File: config.mk
export PLATFORM = sky130hd
export DESIGN_NAME = tmr_slice
export DESIGN_NICKNAME = d
export VERILOG_FILES = /design/src/verilog/tmr_slice_pkg.sv /design/src/verilog/tmr_slice.sv
export SDC_FILE = /design/constraint.sdc
export NUM_CORES = 1
export LEC_CHECK = 0
export BUFFER_PORTS_ARGS = -buffer_cell sky130_fd_sc_hd__clkbuf_2
export CELL_PAD_IN_SITES_DETAIL_PLACEMENT = 0
export CELL_PAD_IN_SITES_GLOBAL_PLACEMENT = 2
export CORE_MARGIN = 8
export CORE_UTILIZATION = 34
export CTS_CLUSTER_SIZE = 28
export DETAILED_ROUTE_END_ITERATION = 16
export HOLD_SLACK_MARGIN = 0.03
export PLACE_DENSITY_LB_ADDON = 0.2
export SYNTH_ARGS = -nofsm -noshare
export SYNTH_HDL_FRONTEND = slang
export SYNTH_SLANG_ARGS = --single-unit
File: constraint.sdc
create_clock -name pclk -period 2.3 [get_ports pclk]
set_input_delay 0.23 -clock pclk [delete_from_list [all_inputs] [get_ports pclk]]
set_output_delay 0.23 -clock pclk [all_outputs]
set_load 0.005 [all_outputs]
File: src/verilog/tmr_slice_pkg.sv
// package for the timer channel mode, force and counter slice
// assumes an apb slave with 32-bit data, one register per aligned word
package tmr_slice_pkg;
   // ==========================================================
   // register word indices (printed offsets are indices)
   localparam logic [7:0] IDX_FUNC_SEL   = 8'h00;
   localparam logic [7:0] IDX_FORCE      = 8'h01;
   localparam logic [7:0] IDX_C7_MASK    = 8'h02;
   localparam logic [7:0] IDX_C7_DATA    = 8'h03;
   localparam logic [7:0] IDX_COUNT_HI   = 8'h04;
   localparam logic [7:0] IDX_COUNT_LO   = 8'h05;
   localparam logic [7:0] IDX_CTRL       = 8'h10;
   localparam logic [7:0] IDX_WRAP_TGL   = 8'h11;
   localparam logic [7:0] IDX_PIN_DISC   = 8'h12;
   localparam logic [7:0] IDX_IRQ_STAT   = 8'h13;
   localparam logic [7:0] IDX_IRQ_MASK   = 8'h14;
   localparam logic [7:0] IDX_COUNT_WORD = 8'h15;
   localparam int         ADDR_SHIFT     = 2;
   // ==========================================================
   // field positions and reset values
   localparam int         CTRL_RUN_BIT   = 0;
   localparam int         IRQ_WRAP_BIT   = 0;
   localparam int         IRQ_C7EV_BIT   = 1;
   localparam int         IRQ_FORCE_BIT  = 2;
   localparam logic [7:0] BYTE_RST       = 8'h00;
   localparam logic [15:0] COUNT_RST     = 16'h0000;
   localparam logic [7:0] CHAN_PRESENT   = 8'hff;
   localparam int         CHAN7          = 7;

   // compare-side event bundle seen by the pin resolver
   typedef struct packed {
      logic [7:0] match;
      logic [7:0] force_hit;
      logic       c7_event;
   } cmp_events_t;
endpackage

File: src/verilog/tmr_slice.sv
// timer slice: channel mode, forced compare, channel-7 override, main count
// assumes an apb master, an external prescaler tick and compare match strobes
//
// What this block does
// RULE_01: mode bit clear means input capture, set means output compare.
// RULE_02: bits of absent channels ignore writes and read zero.
// RULE_03: force register always reads zero.
// RULE_04: writing a force one performs the channel's compare pin action now.
// RULE_05: forced actions never set the channel flag.
// RULE_06: force coinciding with real match wins; flag not set.
// RULE_07: channel-7 event overrides compare actions on channels 6 to 0.
// RULE_08: on channel-7 event masked pins take channel-7 data bits.
// RULE_09: data reaches pin only if output compare and pin connected.
// RULE_10: absent channel 7 makes mask and data registers reserved zero.
// RULE_11: mask and data reset to zero, access any time.
// RULE_12: count is a 16-bit up counter readable any time.
// RULE_13: software reads the count as one word to stay consistent.
// RULE_14: count writes ignored unless test mode is asserted.
// RULE_15: first period after a count write may differ in length.
// RULE_16: counter runs unless the run enable bit is clear.
// RULE_17: registers at indices 0 to 5 in documented order.
// RULE_18: counter wraps all-ones to zero on tick; wrap is overflow.
// RULE_19: all pin updates resolve in one cycle with set precedence.
`timescale 1ns/1ps
module tmr_slice
(
   // clock and reset
   input  wire logic        pclk,
   input  wire logic        presetn,
   // apb slave
   input  wire logic        psel,
   input  wire logic        penable,
   input  wire logic        pwrite,
   input  wire logic [11:0] paddr,
   input  wire logic [31:0] pwdata,
   input  wire logic [3:0]  pstrb,
   output logic      [31:0] prdata,
   output logic             pready,
   output logic             pslverr,
   // timer context
   input  wire logic        test_mode,
   input  wire logic        prescale_tick,
   input  wire logic [7:0]  compare_match,
   input  wire logic [7:0]  compare_action_level,
   // channel pins and status
   output logic      [7:0]  chan_pin_out,
   output logic      [7:0]  chan_pin_oe,
   output logic      [7:0]  chan_flag_set,
   output logic             count_wrap,
   output logic             irq
);
   // ==========================================================
   // registers
   logic [7:0]  func_sel_r;
   logic [7:0]  c7_mask_r;
   logic [7:0]  c7_data_r;
   logic [7:0]  wrap_tgl_r;
   logic [7:0]  pin_disc_r;
   logic        run_en_r;
   logic [15:0] count_r;
   logic [15:0] count_nxt;
   logic [7:0]  pin_r;
   logic [7:0]  pin_nxt;
   logic [2:0]  irq_stat_r;
   logic [2:0]  irq_mask_r;
   logic [2:0]  irq_stat_nxt;

   // masks a byte to implemented channels
   function automatic logic [7:0] chan_only(input logic [7:0] v);
      chan_only = v & tmr_slice_pkg::CHAN_PRESENT;
   endfunction

   // ==========================================================
   // apb decode: zero wait states, unmapped address gives pslverr
   wire [9:0] word_idx = paddr[11:tmr_slice_pkg::ADDR_SHIFT];
   wire       acc      = psel & penable;
   wire       wr       = acc & pwrite & pstrb[0];
   wire       hit_fs   = word_idx == {2'h0, tmr_slice_pkg::IDX_FUNC_SEL};
   wire       hit_fc   = word_idx == {2'h0, tmr_slice_pkg::IDX_FORCE};
   wire       hit_mk   = word_idx == {2'h0, tmr_slice_pkg::IDX_C7_MASK};
   wire       hit_dt   = word_idx == {2'h0, tmr_slice_pkg::IDX_C7_DATA};
   wire       hit_ch   = word_idx == {2'h0, tmr_slice_pkg::IDX_COUNT_HI};
   wire       hit_cl   = word_idx == {2'h0, tmr_slice_pkg::IDX_COUNT_LO};
   wire       hit_ct   = word_idx == {2'h0, tmr_slice_pkg::IDX_CTRL};
   wire       hit_tg   = word_idx == {2'h0, tmr_slice_pkg::IDX_WRAP_TGL};
   wire       hit_pd   = word_idx == {2'h0, tmr_slice_pkg::IDX_PIN_DISC};
   wire       hit_is   = word_idx == {2'h0, tmr_slice_pkg::IDX_IRQ_STAT};
   wire       hit_im   = word_idx == {2'h0, tmr_slice_pkg::IDX_IRQ_MASK};
   wire       hit_cw   = word_idx == {2'h0, tmr_slice_pkg::IDX_COUNT_WORD};
   wire       mapped   = hit_fs | hit_fc | hit_mk | hit_dt | hit_ch | hit_cl
                         | hit_ct | hit_tg | hit_pd | hit_is | hit_im | hit_cw; // RULE_17
   wire       c7_here  = tmr_slice_pkg::CHAN_PRESENT[tmr_slice_pkg::CHAN7];

   // ==========================================================
   // forced compare strobe lasts only the write cycle
   wire [7:0] force_hit = (wr & hit_fc) ? chan_only(pwdata[7:0]) : 8'h00; // RULE_04
   wire [7:0] oc_chan   = chan_only(func_sel_r);                          // RULE_01
   wire [7:0] drive_ok  = oc_chan & ~pin_disc_r;                          // RULE_09

   // ==========================================================
   // counter: wrap forms overflow; test-mode writes bypass prescaler
   wire       count_step = run_en_r & prescale_tick;                      // RULE_16
   wire       wrap_now   = count_step & (count_r == 16'hffff);            // RULE_18
   wire       cnt_wr_hi  = wr & test_mode & (hit_ch | hit_cw);            // RULE_14
   wire       cnt_wr_lo  = wr & test_mode & (hit_cl | hit_cw);            // RULE_14

   // next count value; a write preempts the tick without resync
   always_comb
   begin
      count_nxt = count_r;
      if (count_step)
      begin
         count_nxt = count_r + 16'h0001;                                  // RULE_12
      end
      if (hit_cw && cnt_wr_hi)
      begin
         count_nxt = pwdata[15:0];                                        // RULE_15
      end
      else if (cnt_wr_hi)
      begin
         count_nxt = {pwdata[7:0], count_r[7:0]};
      end
      else if (cnt_wr_lo)
      begin
         count_nxt = {count_r[15:8], pwdata[7:0]};
      end
   end

   // ==========================================================
   // pin resolver: channel-7 event > force or real match > wrap toggle
   tmr_slice_pkg::cmp_events_t ev;
   assign ev.match     = compare_match & oc_chan;
   assign ev.force_hit = force_hit;
   assign ev.c7_event  = c7_here & (ev.match[tmr_slice_pkg::CHAN7]
                         | ev.force_hit[tmr_slice_pkg::CHAN7]
                         | (wrap_now & wrap_tgl_r[tmr_slice_pkg::CHAN7]));  // RULE_07

   wire [7:0] act      = (ev.match | ev.force_hit) & drive_ok;
   wire [7:0] c7_take  = ev.c7_event ? (c7_mask_r & drive_ok) : 8'h00;    // RULE_08
   wire [7:0] wrap_act = wrap_now ? (wrap_tgl_r & drive_ok) : 8'h00;
   wire [7:0] flag_nxt = ev.match & ~ev.force_hit;                        // RULE_05 RULE_06

   // resolve all pin sources in a single cycle
   always_comb
   begin
      pin_nxt = pin_r;
      pin_nxt = pin_nxt ^ wrap_act;
      pin_nxt = (pin_nxt & ~act) | (compare_action_level & act);          // RULE_04
      pin_nxt = (pin_nxt & ~c7_take) | (c7_data_r & c7_take);             // RULE_07 RULE_19
   end

   // sticky status: set wins over write-one clear
   wire [2:0] irq_ev = {|force_hit, ev.c7_event, wrap_now};
   always_comb
   begin
      irq_stat_nxt = irq_stat_r;
      if (wr && hit_is)
      begin
         irq_stat_nxt = irq_stat_r & ~pwdata[2:0];
      end
      irq_stat_nxt = irq_stat_nxt | irq_ev;
   end

   // ==========================================================
   // read mux
   logic [31:0] rd_val;
   always_comb
   begin
      rd_val = 32'h0000_0000;
      case (1'b1)
         hit_fs: rd_val[7:0]  = chan_only(func_sel_r);                    // RULE_02
         hit_fc: rd_val[7:0]  = 8'h00;                                    // RULE_03
         hit_mk: rd_val[7:0]  = c7_here ? c7_mask_r : 8'h00;              // RULE_10
         hit_dt: rd_val[7:0]  = c7_here ? c7_data_r : 8'h00;              // RULE_10
         hit_ch: rd_val[7:0]  = count_r[15:8];
         hit_cl: rd_val[7:0]  = count_r[7:0];
         hit_cw: rd_val[15:0] = count_r;                                  // RULE_13
         hit_ct: rd_val[0]    = run_en_r;
         hit_tg: rd_val[7:0]  = wrap_tgl_r;
         hit_pd: rd_val[7:0]  = pin_disc_r;
         hit_is: rd_val[2:0]  = irq_stat_r;
         hit_im: rd_val[2:0]  = irq_mask_r;
         default: rd_val      = 32'h0000_0000;
      endcase
   end

   // ==========================================================
   // configuration registers: named write strobes, one short process each
   wire       we_fs    = wr & hit_fs;
   wire       we_mk    = wr & hit_mk & c7_here;                           // RULE_10
   wire       we_dt    = wr & hit_dt & c7_here;                           // RULE_10
   wire       we_tg    = wr & hit_tg;
   wire       we_pd    = wr & hit_pd;
   wire       we_ct    = wr & hit_ct;
   wire       we_im    = wr & hit_im;

   // channel mode: bits of absent channels stay zero
   always_ff @(posedge pclk or negedge presetn)
   begin
      if (!presetn)
      begin
         func_sel_r <= tmr_slice_pkg::BYTE_RST;
      end
      else if (we_fs)
      begin
         func_sel_r <= chan_only(pwdata[7:0]);                            // RULE_02
      end
   end

   // channel-7 event pin mask
   always_ff @(posedge pclk or negedge presetn)
   begin
      if (!presetn)
      begin
         c7_mask_r <= tmr_slice_pkg::BYTE_RST;                            // RULE_11
      end
      else if (we_mk)
      begin
         c7_mask_r <= pwdata[7:0];                                        // RULE_10
      end
   end

   // channel-7 event pin data
   always_ff @(posedge pclk or negedge presetn)
   begin
      if (!presetn)
      begin
         c7_data_r <= tmr_slice_pkg::BYTE_RST;                            // RULE_11
      end
      else if (we_dt)
      begin
         c7_data_r <= pwdata[7:0];                                        // RULE_10
      end
   end

   // toggle-on-wrap bits
   always_ff @(posedge pclk or negedge presetn)
   begin
      if (!presetn)
      begin
         wrap_tgl_r <= tmr_slice_pkg::BYTE_RST;
      end
      else if (we_tg)
      begin
         wrap_tgl_r <= chan_only(pwdata[7:0]);
      end
   end

   // compare pin disconnect bits
   always_ff @(posedge pclk or negedge presetn)
   begin
      if (!presetn)
      begin
         pin_disc_r <= tmr_slice_pkg::BYTE_RST;
      end
      else if (we_pd)
      begin
         pin_disc_r <= chan_only(pwdata[7:0]);
      end
   end

   // counter run enable
   always_ff @(posedge pclk or negedge presetn)
   begin
      if (!presetn)
      begin
         run_en_r <= 1'b0;
      end
      else if (we_ct)
      begin
         run_en_r <= pwdata[tmr_slice_pkg::CTRL_RUN_BIT];                 // RULE_16
      end
   end

   // interrupt mask
   always_ff @(posedge pclk or negedge presetn)
   begin
      if (!presetn)
      begin
         irq_mask_r <= 3'h0;
      end
      else if (we_im)
      begin
         irq_mask_r <= pwdata[2:0];
      end
   end

   // ==========================================================
   // timer state: count, pins and sticky status
   always_ff @(posedge pclk or negedge presetn)
   begin
      if (!presetn)
      begin
         count_r    <= tmr_slice_pkg::COUNT_RST;
         pin_r      <= tmr_slice_pkg::BYTE_RST;
         irq_stat_r <= 3'h0;
      end
      else
      begin
         count_r    <= count_nxt;
         pin_r      <= pin_nxt;                                           // RULE_19
         irq_stat_r <= irq_stat_nxt;
      end
   end

   // one-cycle pulses: flag setter and counter wrap
   always_ff @(posedge pclk or negedge presetn)
   begin
      if (!presetn)
      begin
         chan_flag_set <= 8'h00;
         count_wrap    <= 1'b0;
      end
      else
      begin
         chan_flag_set <= flag_nxt;                                       // RULE_05
         count_wrap    <= wrap_now;                                       // RULE_18
      end
   end

   // level interrupt, high while an unmasked status bit is set
   always_ff @(posedge pclk or negedge presetn)
   begin
      if (!presetn)
      begin
         irq <= 1'b0;
      end
      else
      begin
         irq <= |(irq_stat_nxt & irq_mask_r);
      end
   end

   // pin drivers follow mode and disconnect bits
   always_ff @(posedge pclk or negedge presetn)
   begin
      if (!presetn)
      begin
         chan_pin_oe <= 8'h00;
      end
      else
      begin
         chan_pin_oe <= drive_ok;                                         // RULE_09
      end
   end

   assign chan_pin_out = pin_r;

   // apb answer registers
   always_ff @(posedge pclk or negedge presetn)
   begin
      if (!presetn)
      begin
         prdata  <= 32'h0000_0000;
         pready  <= 1'b0;
         pslverr <= 1'b0;
      end
      else
      begin
         pready  <= psel & ~penable;
         pslverr <= psel & ~penable & ~mapped;
         prdata  <= rd_val;
      end
   end
endmodule

# == Word-level counts from Yosys, hierarchy flattened ==
# Cells that the tools add are included.
# totals
output_inout_bits,60
input_bits,71
ff_bits,107
word_cells,149
# classes
eq_ne,14
addsub,1
bitwise,58
n_reduce_logical,9
muxes,49
# op_table
operator,count
$and 8x8->8,10
$mux 8,10
$mux 16,4
$eq 10x5->1 const B,6
$mux 5,10
$not 8->8,4
$mux 2,12
$or 8x8->8,3
$eq 10x2->1 const B,2
$eq 10x3->1 const B,2
$and 1x1->1,19
$add 16x1->16 const B,1
$eq 16x16->1 const B,1
$or 1x1->1,15
$mux 1,12
$eq 10x1->1 const B,1
$logic_not 10->1,1
$reduce_or 8->1,1
$xor 8x8->8,1
$and 3x3->3,2
$reduce_bool 3->1,2
$reduce_and 2->1,2
$mux 3,1
$ne 3x2->1 const B,1
other kinds (6),8

# == Depth between registers and ports, before layout ==
# logic_depth
ltp_word,14
ltp_mapped,8
mapped_depth_nobuf,7

# == Least setup slack after synthesis ==
# Ideal clock, no wire load.
# synth_path
path_type,in2reg
start,in paddr[6]
end,"reg pin_r[0], in the netlist chan_pin_out[0]"
setup_ps,125
path_stages,7
n_path_buf,1
slack_ps,101
arrival_ps,2074
required_ps,2175
cell_sequence,buf_6 > or4_4 > nor4_4 > a21o_1 > nand2_1 > mux2_1 > mux2_4
# synth_via
elab_chain_cells,10
elab_cells_between_ends,16
classes_between,1 x eq/ne; 2 x mux; 13 x bitwise
# synth_rtl
element,line,text
from (decl),tmr_slice.sv:34,"input wire logic [11:0] paddr,"
$eq 10x1->1 (*),tmr_slice.sv:79,"wire hit_fc = word_idx == {2'h0, tmr_slice_pkg::IDX_FORCE};"
$and 1x1->1 (*),tmr_slice.sv:96,wire [7:0] force_hit = (wr & hit_fc) ? chan_only(pwdata[7:0]) : 8'h00;
$mux 8 (*),tmr_slice.sv:96,
$or 8x8->8,tmr_slice.sv:138,wire [7:0] act = (ev.match | ev.force_hit) & drive_ok;
$and 8x8->8,tmr_slice.sv:138,
$not 8->8,tmr_slice.sv:148,pin_nxt = (pin_nxt & ~act) | (compare_action_level & act);
$and 8x8->8,tmr_slice.sv:148,
$or 8x8->8,tmr_slice.sv:148,
$and 8x8->8,tmr_slice.sv:149,pin_nxt = (pin_nxt & ~c7_take) | (c7_data_r & c7_take);
$or 8x8->8 (*),tmr_slice.sv:149,
named net pin_nxt[0],tmr_slice.sv:63,logic [7:0] pin_nxt;
to (signal assigned),tmr_slice.sv:295,pin_r <= tmr_slice_pkg::BYTE_RST;
to (signal assigned),tmr_slice.sv:301,pin_r <= pin_nxt;
to (decl),tmr_slice.sv:62,logic [7:0] pin_r;
# Mark *: on every way through the listed nets, which the timed path passes. The rest lies on a longest branch.
# A chain may end at the register's enable or synchronous reset.

# == Worst setup path after layout ==
# layout_path
start,reg count_r[7]
end,"reg pin_r[5], in the netlist chan_pin_out[5]"
# layout_via
elab_chain_cells,8
elab_cells_between_ends,13
classes_between,1 x eq/ne; 2 x mux; 10 x bitwise
# layout_rtl
element,line,text
from (decl),tmr_slice.sv:60,logic [15:0] count_r;
from (signal assigned),tmr_slice.sv:294,count_r <= tmr_slice_pkg::COUNT_RST;
from (signal assigned),tmr_slice.sv:300,count_r <= count_nxt;
$eq 16x16->1 (*),tmr_slice.sv:103,wire wrap_now = count_step & (count_r == 16'hffff);
$and 1x1->1 (*),tmr_slice.sv:103,
$mux 8 / $and 1x1->1 (equally long branches),"tmr_slice.sv:140, tmr_slice.sv:136",
$xor 8x8->8 / $or 1x1->1 (equally long branches),"tmr_slice.sv:147, tmr_slice.sv:136",
$and 8x8->8 / $mux 8 (equally long branches),"tmr_slice.sv:148, tmr_slice.sv:139",
$or 8x8->8 / $not 8->8 (equally long branches),"tmr_slice.sv:148, tmr_slice.sv:149",
$and 8x8->8,tmr_slice.sv:149,
$or 8x8->8 (*),tmr_slice.sv:149,
named net pin_nxt[5],tmr_slice.sv:63,
# Marked as above.

==> flow_summary.yaml <==
run_status:
  outcome: "finished clean"
hold_path:
  hold_depth: 2
  min_to: "pready$_DFF_PN0_"
  hp-class: "input port to flop"
  hold_start: "penable"
sta:
  fin_crit_ns: 2.15
  worst_pin_slew_ns: 0.936
  rsz0062_at_grt: "no"
  slew-limit-headroom_pct: 37.1
  fmax_mhz: 465
  fin_skew_ns: 0.0130
  finalCritPeriodShare_pct: 93.4
  finalHoldViolCount: 0
  drv_slew: 0
  setup_viol: 0
floorplan:
  fp.dieH_um: 146
  start_util_pct: 34.7
  die_w_um: 146
  ios: 131
  die_area_um2: 21300
  rows: 47
  coreArea_um2: 16500
place:
  dp_hpwl_mm: 15.0
  gp_congestion: 0.858
  portBuffers: 93
  dpl_cell_area_um2: 6970
  dp_cells: 936
synth:
  synth_top_family_by_area: "simple AND/OR/NAND/NOR gates"
  synthAdderAreaFrac_pct: 0.218
  synth_edf_count: 0
  ys_types: 70
  netlist_area_um2: 5740
  seq_area_frac_synth_pct: 46.6
  syn_area_per_cell_um2: 10.1
  ys_warn_count: 0
  synth.area.mux_share_pct: 11.2
  synthFlopType: "dfrtp_1"
  synthSimpleGateAreaFrac_pct: 19.9
  async_reset_ff_share_pct: 100
  synth_xor_area_share_pct: 1.98
  synthCells: 567
  synth_compound_area_share_pct: 15.6
  synth-seq-cells: 107
worst_setup_path:
  crit_buf_inv: 1
  worst_r2r_startpoint: "count_r[7]$_DFFE_PN0P_"
  r2r-end: "chan_pin_out[5]$_DFF_PN0_"
  crit_slowest_cell: "nor2_1"
  crit_fanout: 5
  crit_required_ns: 2.53
  max_stage_delay_ns: 0.47
  crit_path_start_kind: "flop"
  path_cells: "nand4_1 -> nor2_1 -> buf_4 -> nand3_1 -> xnor2_1 -> mux2_1 -> mux2_4"
  critPathArrivalTime_ns: 2.38
  worstSetupPathType: "flop to flop"
  ff2ff_setup_slack_ns: 0.15
  reg2reg_depth: 7
  cpLargestDelayFamily: "simple AND/OR/NAND/NOR gates"
  end_kind: "flop"
drt:
  ant_nets: 0
  drt_iter0_markers: 375
  vias: 5056
  drc: 0
  avgViaCountPerCell: 5.31
  wl_per_cell_um: 20.5
  postRouteWirelength_mm: 19.5
  first_pass_iters: 5
cells_and_area:
  antenna_cells: 0
  areaGrowthSynthToFinish_pct: 27.0
  final_area_um2: 7290
  drive_gt1_share_pct: 35.1
  final-instance-count-excl-fill: 953
  nets: 800
pwr:
  power.total_mw: 3.81
  ir_drop_uv: 356
  p_leak_nw: 3.58
  p_per_area_nw_per_um2: 522
clock_tree:
  cts_max_level: 3
  clock-sinks: 107
  cts_tree: "done"
  clk_pin_slew_ns: 0.08
  cts_root_buf: "clkbuf_16"
  cts_made_buffers: 9
  clock_path_buffers: 2
  post_cts_buffers: 0
  clk_latency_ns: 0.35
global_routing:
  grt_pass1_vias: 5236
  antenna_found_initial: 0
  grt_pass1_wl_mm: 30.7
  grt-ovfl-total: 0
  grt.total_usage_pct: 18.5
  met3_usage_pct: 3.11
  grt_start_max_net_pins: 38
  grtUsageMet2_pct: 30.1
  use_met1_pct: 24.4
  busiest_layer: "met2"
job:
  cap_viol_max_count: 0
report_power, final:
part	switching, mW	leakage [nW]	internal, mW
clock network	0.755	0.153	0.895
registers	0.00489	1.49	1.89
logic	0.168	1.93	0.0992
cell families after synthesis:
| logic type | count (synthesis) |
|---|---|
| fa+ha+maj | 1 |
| other cells | 1 |
| buf+inv | 47 |
| mux | 55 |
| compound gates | 131 |
| xor+xnor | 13 |
| flops | 107 |
| simple gates | 212 |
metrics by stage:
stage,utilization [%],hold slack (ns),worst slack [ns],setup TNS (ns)
2_1_floorplan,-,-0.0656,0.101,0
3_3_place_gp,42.2,0.249,0.00516,0
3_5_place_dp,42.2,0.239,-0.0506,-0.202
4_1_cts,44.1,0.0484,0.112,0
5_1_grt,44.1,0.0657,0.0101,0
6_report,44.1,0.0594,0.151,0
placed cells by master, fill, tap and decap left out, types with 3 or more instances in the layout:
cell | Yosys | layout
a211oi_1 | 7 | 7
a21o_1 | 9 | 9
a21oi_1 | 30 | 30
a221o_1 | 5 | 5
a221oi_1 | 6 | 6
a22o_1 | 9 | 9
a22oi_1 | 8 | 8
a31oi_1 | 3 | 3
and2_1 | 8 | 8
and2b_2 | 7 | 7
and3_1 | 11 | 11
buf_12 | 0 | 3
buf_4 | 17 | 81
clkbuf_16 | 0 | 9
clkbuf_2 | 0 | 92
conb_1 | 1 | 16
dfrtp_1 | 107 | 107
inv_1 | 5 | 5
mux2_1 | 8 | 8
mux2_2 | 39 | 39
mux2_4 | 7 | 7
nand2_1 | 62 | 61
nand2b_1 | 4 | 4
nand3_1 | 28 | 28
nand3b_1 | 4 | 4
nand4_1 | 4 | 4
nor2_1 | 35 | 35
nor2b_1 | 6 | 6
nor3_1 | 16 | 16
nor4_1 | 3 | 3
o211ai_1 | 3 | 3
o21ai_0 | 23 | 23
o22ai_1 | 4 | 4
o31ai_1 | 5 | 5
or3_1 | 3 | 3
xnor2_1 | 11 | 11
Yosys cell counts (all sizes together), types with 2 or more instances:
cell	count	area [um^2]
nor2b	6	37.5
o41ai	2	25.0
xnor2	11	96.3
o31ai	5	37.5
or4	2	18.8
a221o	5	50.1
o31a	2	17.5
nor3	18	100
or2	3	18.8
dfrtp	107	2680
clkbuf	17	63.8
and3	11	68.8
buf	25	170
nand3	28	140
a21o	9	67.6
nor2	35	131
nand4	4	25.0
a211oi	7	52.6
a41oi	2	17.5
and4	2	17.5
a31oi	3	18.8
a22oi	8	60.1
o21ai	25	125
mux2	54	634
a221oi	6	52.6
and2b	7	61.3
xor2	2	17.5
o211ai	3	22.5
nor4	7	86.3
a222oi	2	20.0
or3	3	18.8
nand2b	4	25.0
o22ai	4	25.0
nand3b	4	30.0
inv	5	18.8
a21oi	30	150
a22o	9	78.8
nor4b	2	17.5
and2	8	50.1
nand2	62	233
worst max-delay path by stage:
stage                                 from                        end  slack [ns]  depth (start not counted)
finish              count_r[7]$_DFFE_PN0P_  chan_pin_out[5]$_DFF_PN0_        0.15                          7
global route        count_r[0]$_DFFE_PN0P_              irq$_DFF_PN0_        0.01                         10
CTS                 count_r[0]$_DFFE_PN0P_              irq$_DFF_PN0_        0.11                         10
detailed placement                paddr[5]  chan_pin_out[3]$_DFF_PN0_       -0.05                          8
global placement                  paddr[5]  chan_pin_out[2]$_DFF_PN0_       0.005                          8
floorplan                         paddr[6]  chan_pin_out[0]$_DFF_PN0_        0.10                          7
worst reg2reg max path, stage by stage (launching register included):
cell and delay [ns]:
dfrtp_1 0.35, nand4_1 0.14, nor2_1 0.47, buf_4 0.26, nand3_1 0.12, xnor2_1 0.14, mux2_1 0.29, mux2_4 0.26
flip-flops by register name, summed over array words and instances, names as in the netlist:
| name | count |
|---|---|
| c7_data_r | 8 |
| func_sel_r | 8 |
| chan_pin_oe | 8 |
| chan_flag_set | 8 |
| wrap_tgl_r | 8 |
| run_en_r | 1 |
| irq_stat_r | 3 |
| c7_mask_r | 8 |
| count_wrap | 1 |
| pslverr | 1 |
| irq_mask_r | 3 |
| chan_pin_out | 8 |
| prdata | 16 |
| irq | 1 |
| pin_disc_r | 8 |
| count_r | 16 |
| pready | 1 |
layout make-up:
class	count	area, um^2
clock buffers	11	243
repair buffers	177	1140
well taps	220	275
fillers	1681	9230
multi-input cells	428	2870
inverters	5	18.8
clock inverters	5	67.6
flip-flops and latches	107	2680
per-layer routing:
metal	part of all wire, %	up-vias
met4	1.8	0
met2	48	149
met5	0	-
met3	4.9	19
met1	46	2513
li1	-	2375
timing repair:
action	CTS	global route
resized for setup	0	1
hold endpoints to repair	34	0
setup endpoints to repair	0	1
hold buffers	1	0
Power figures use the tool's default switching activity.
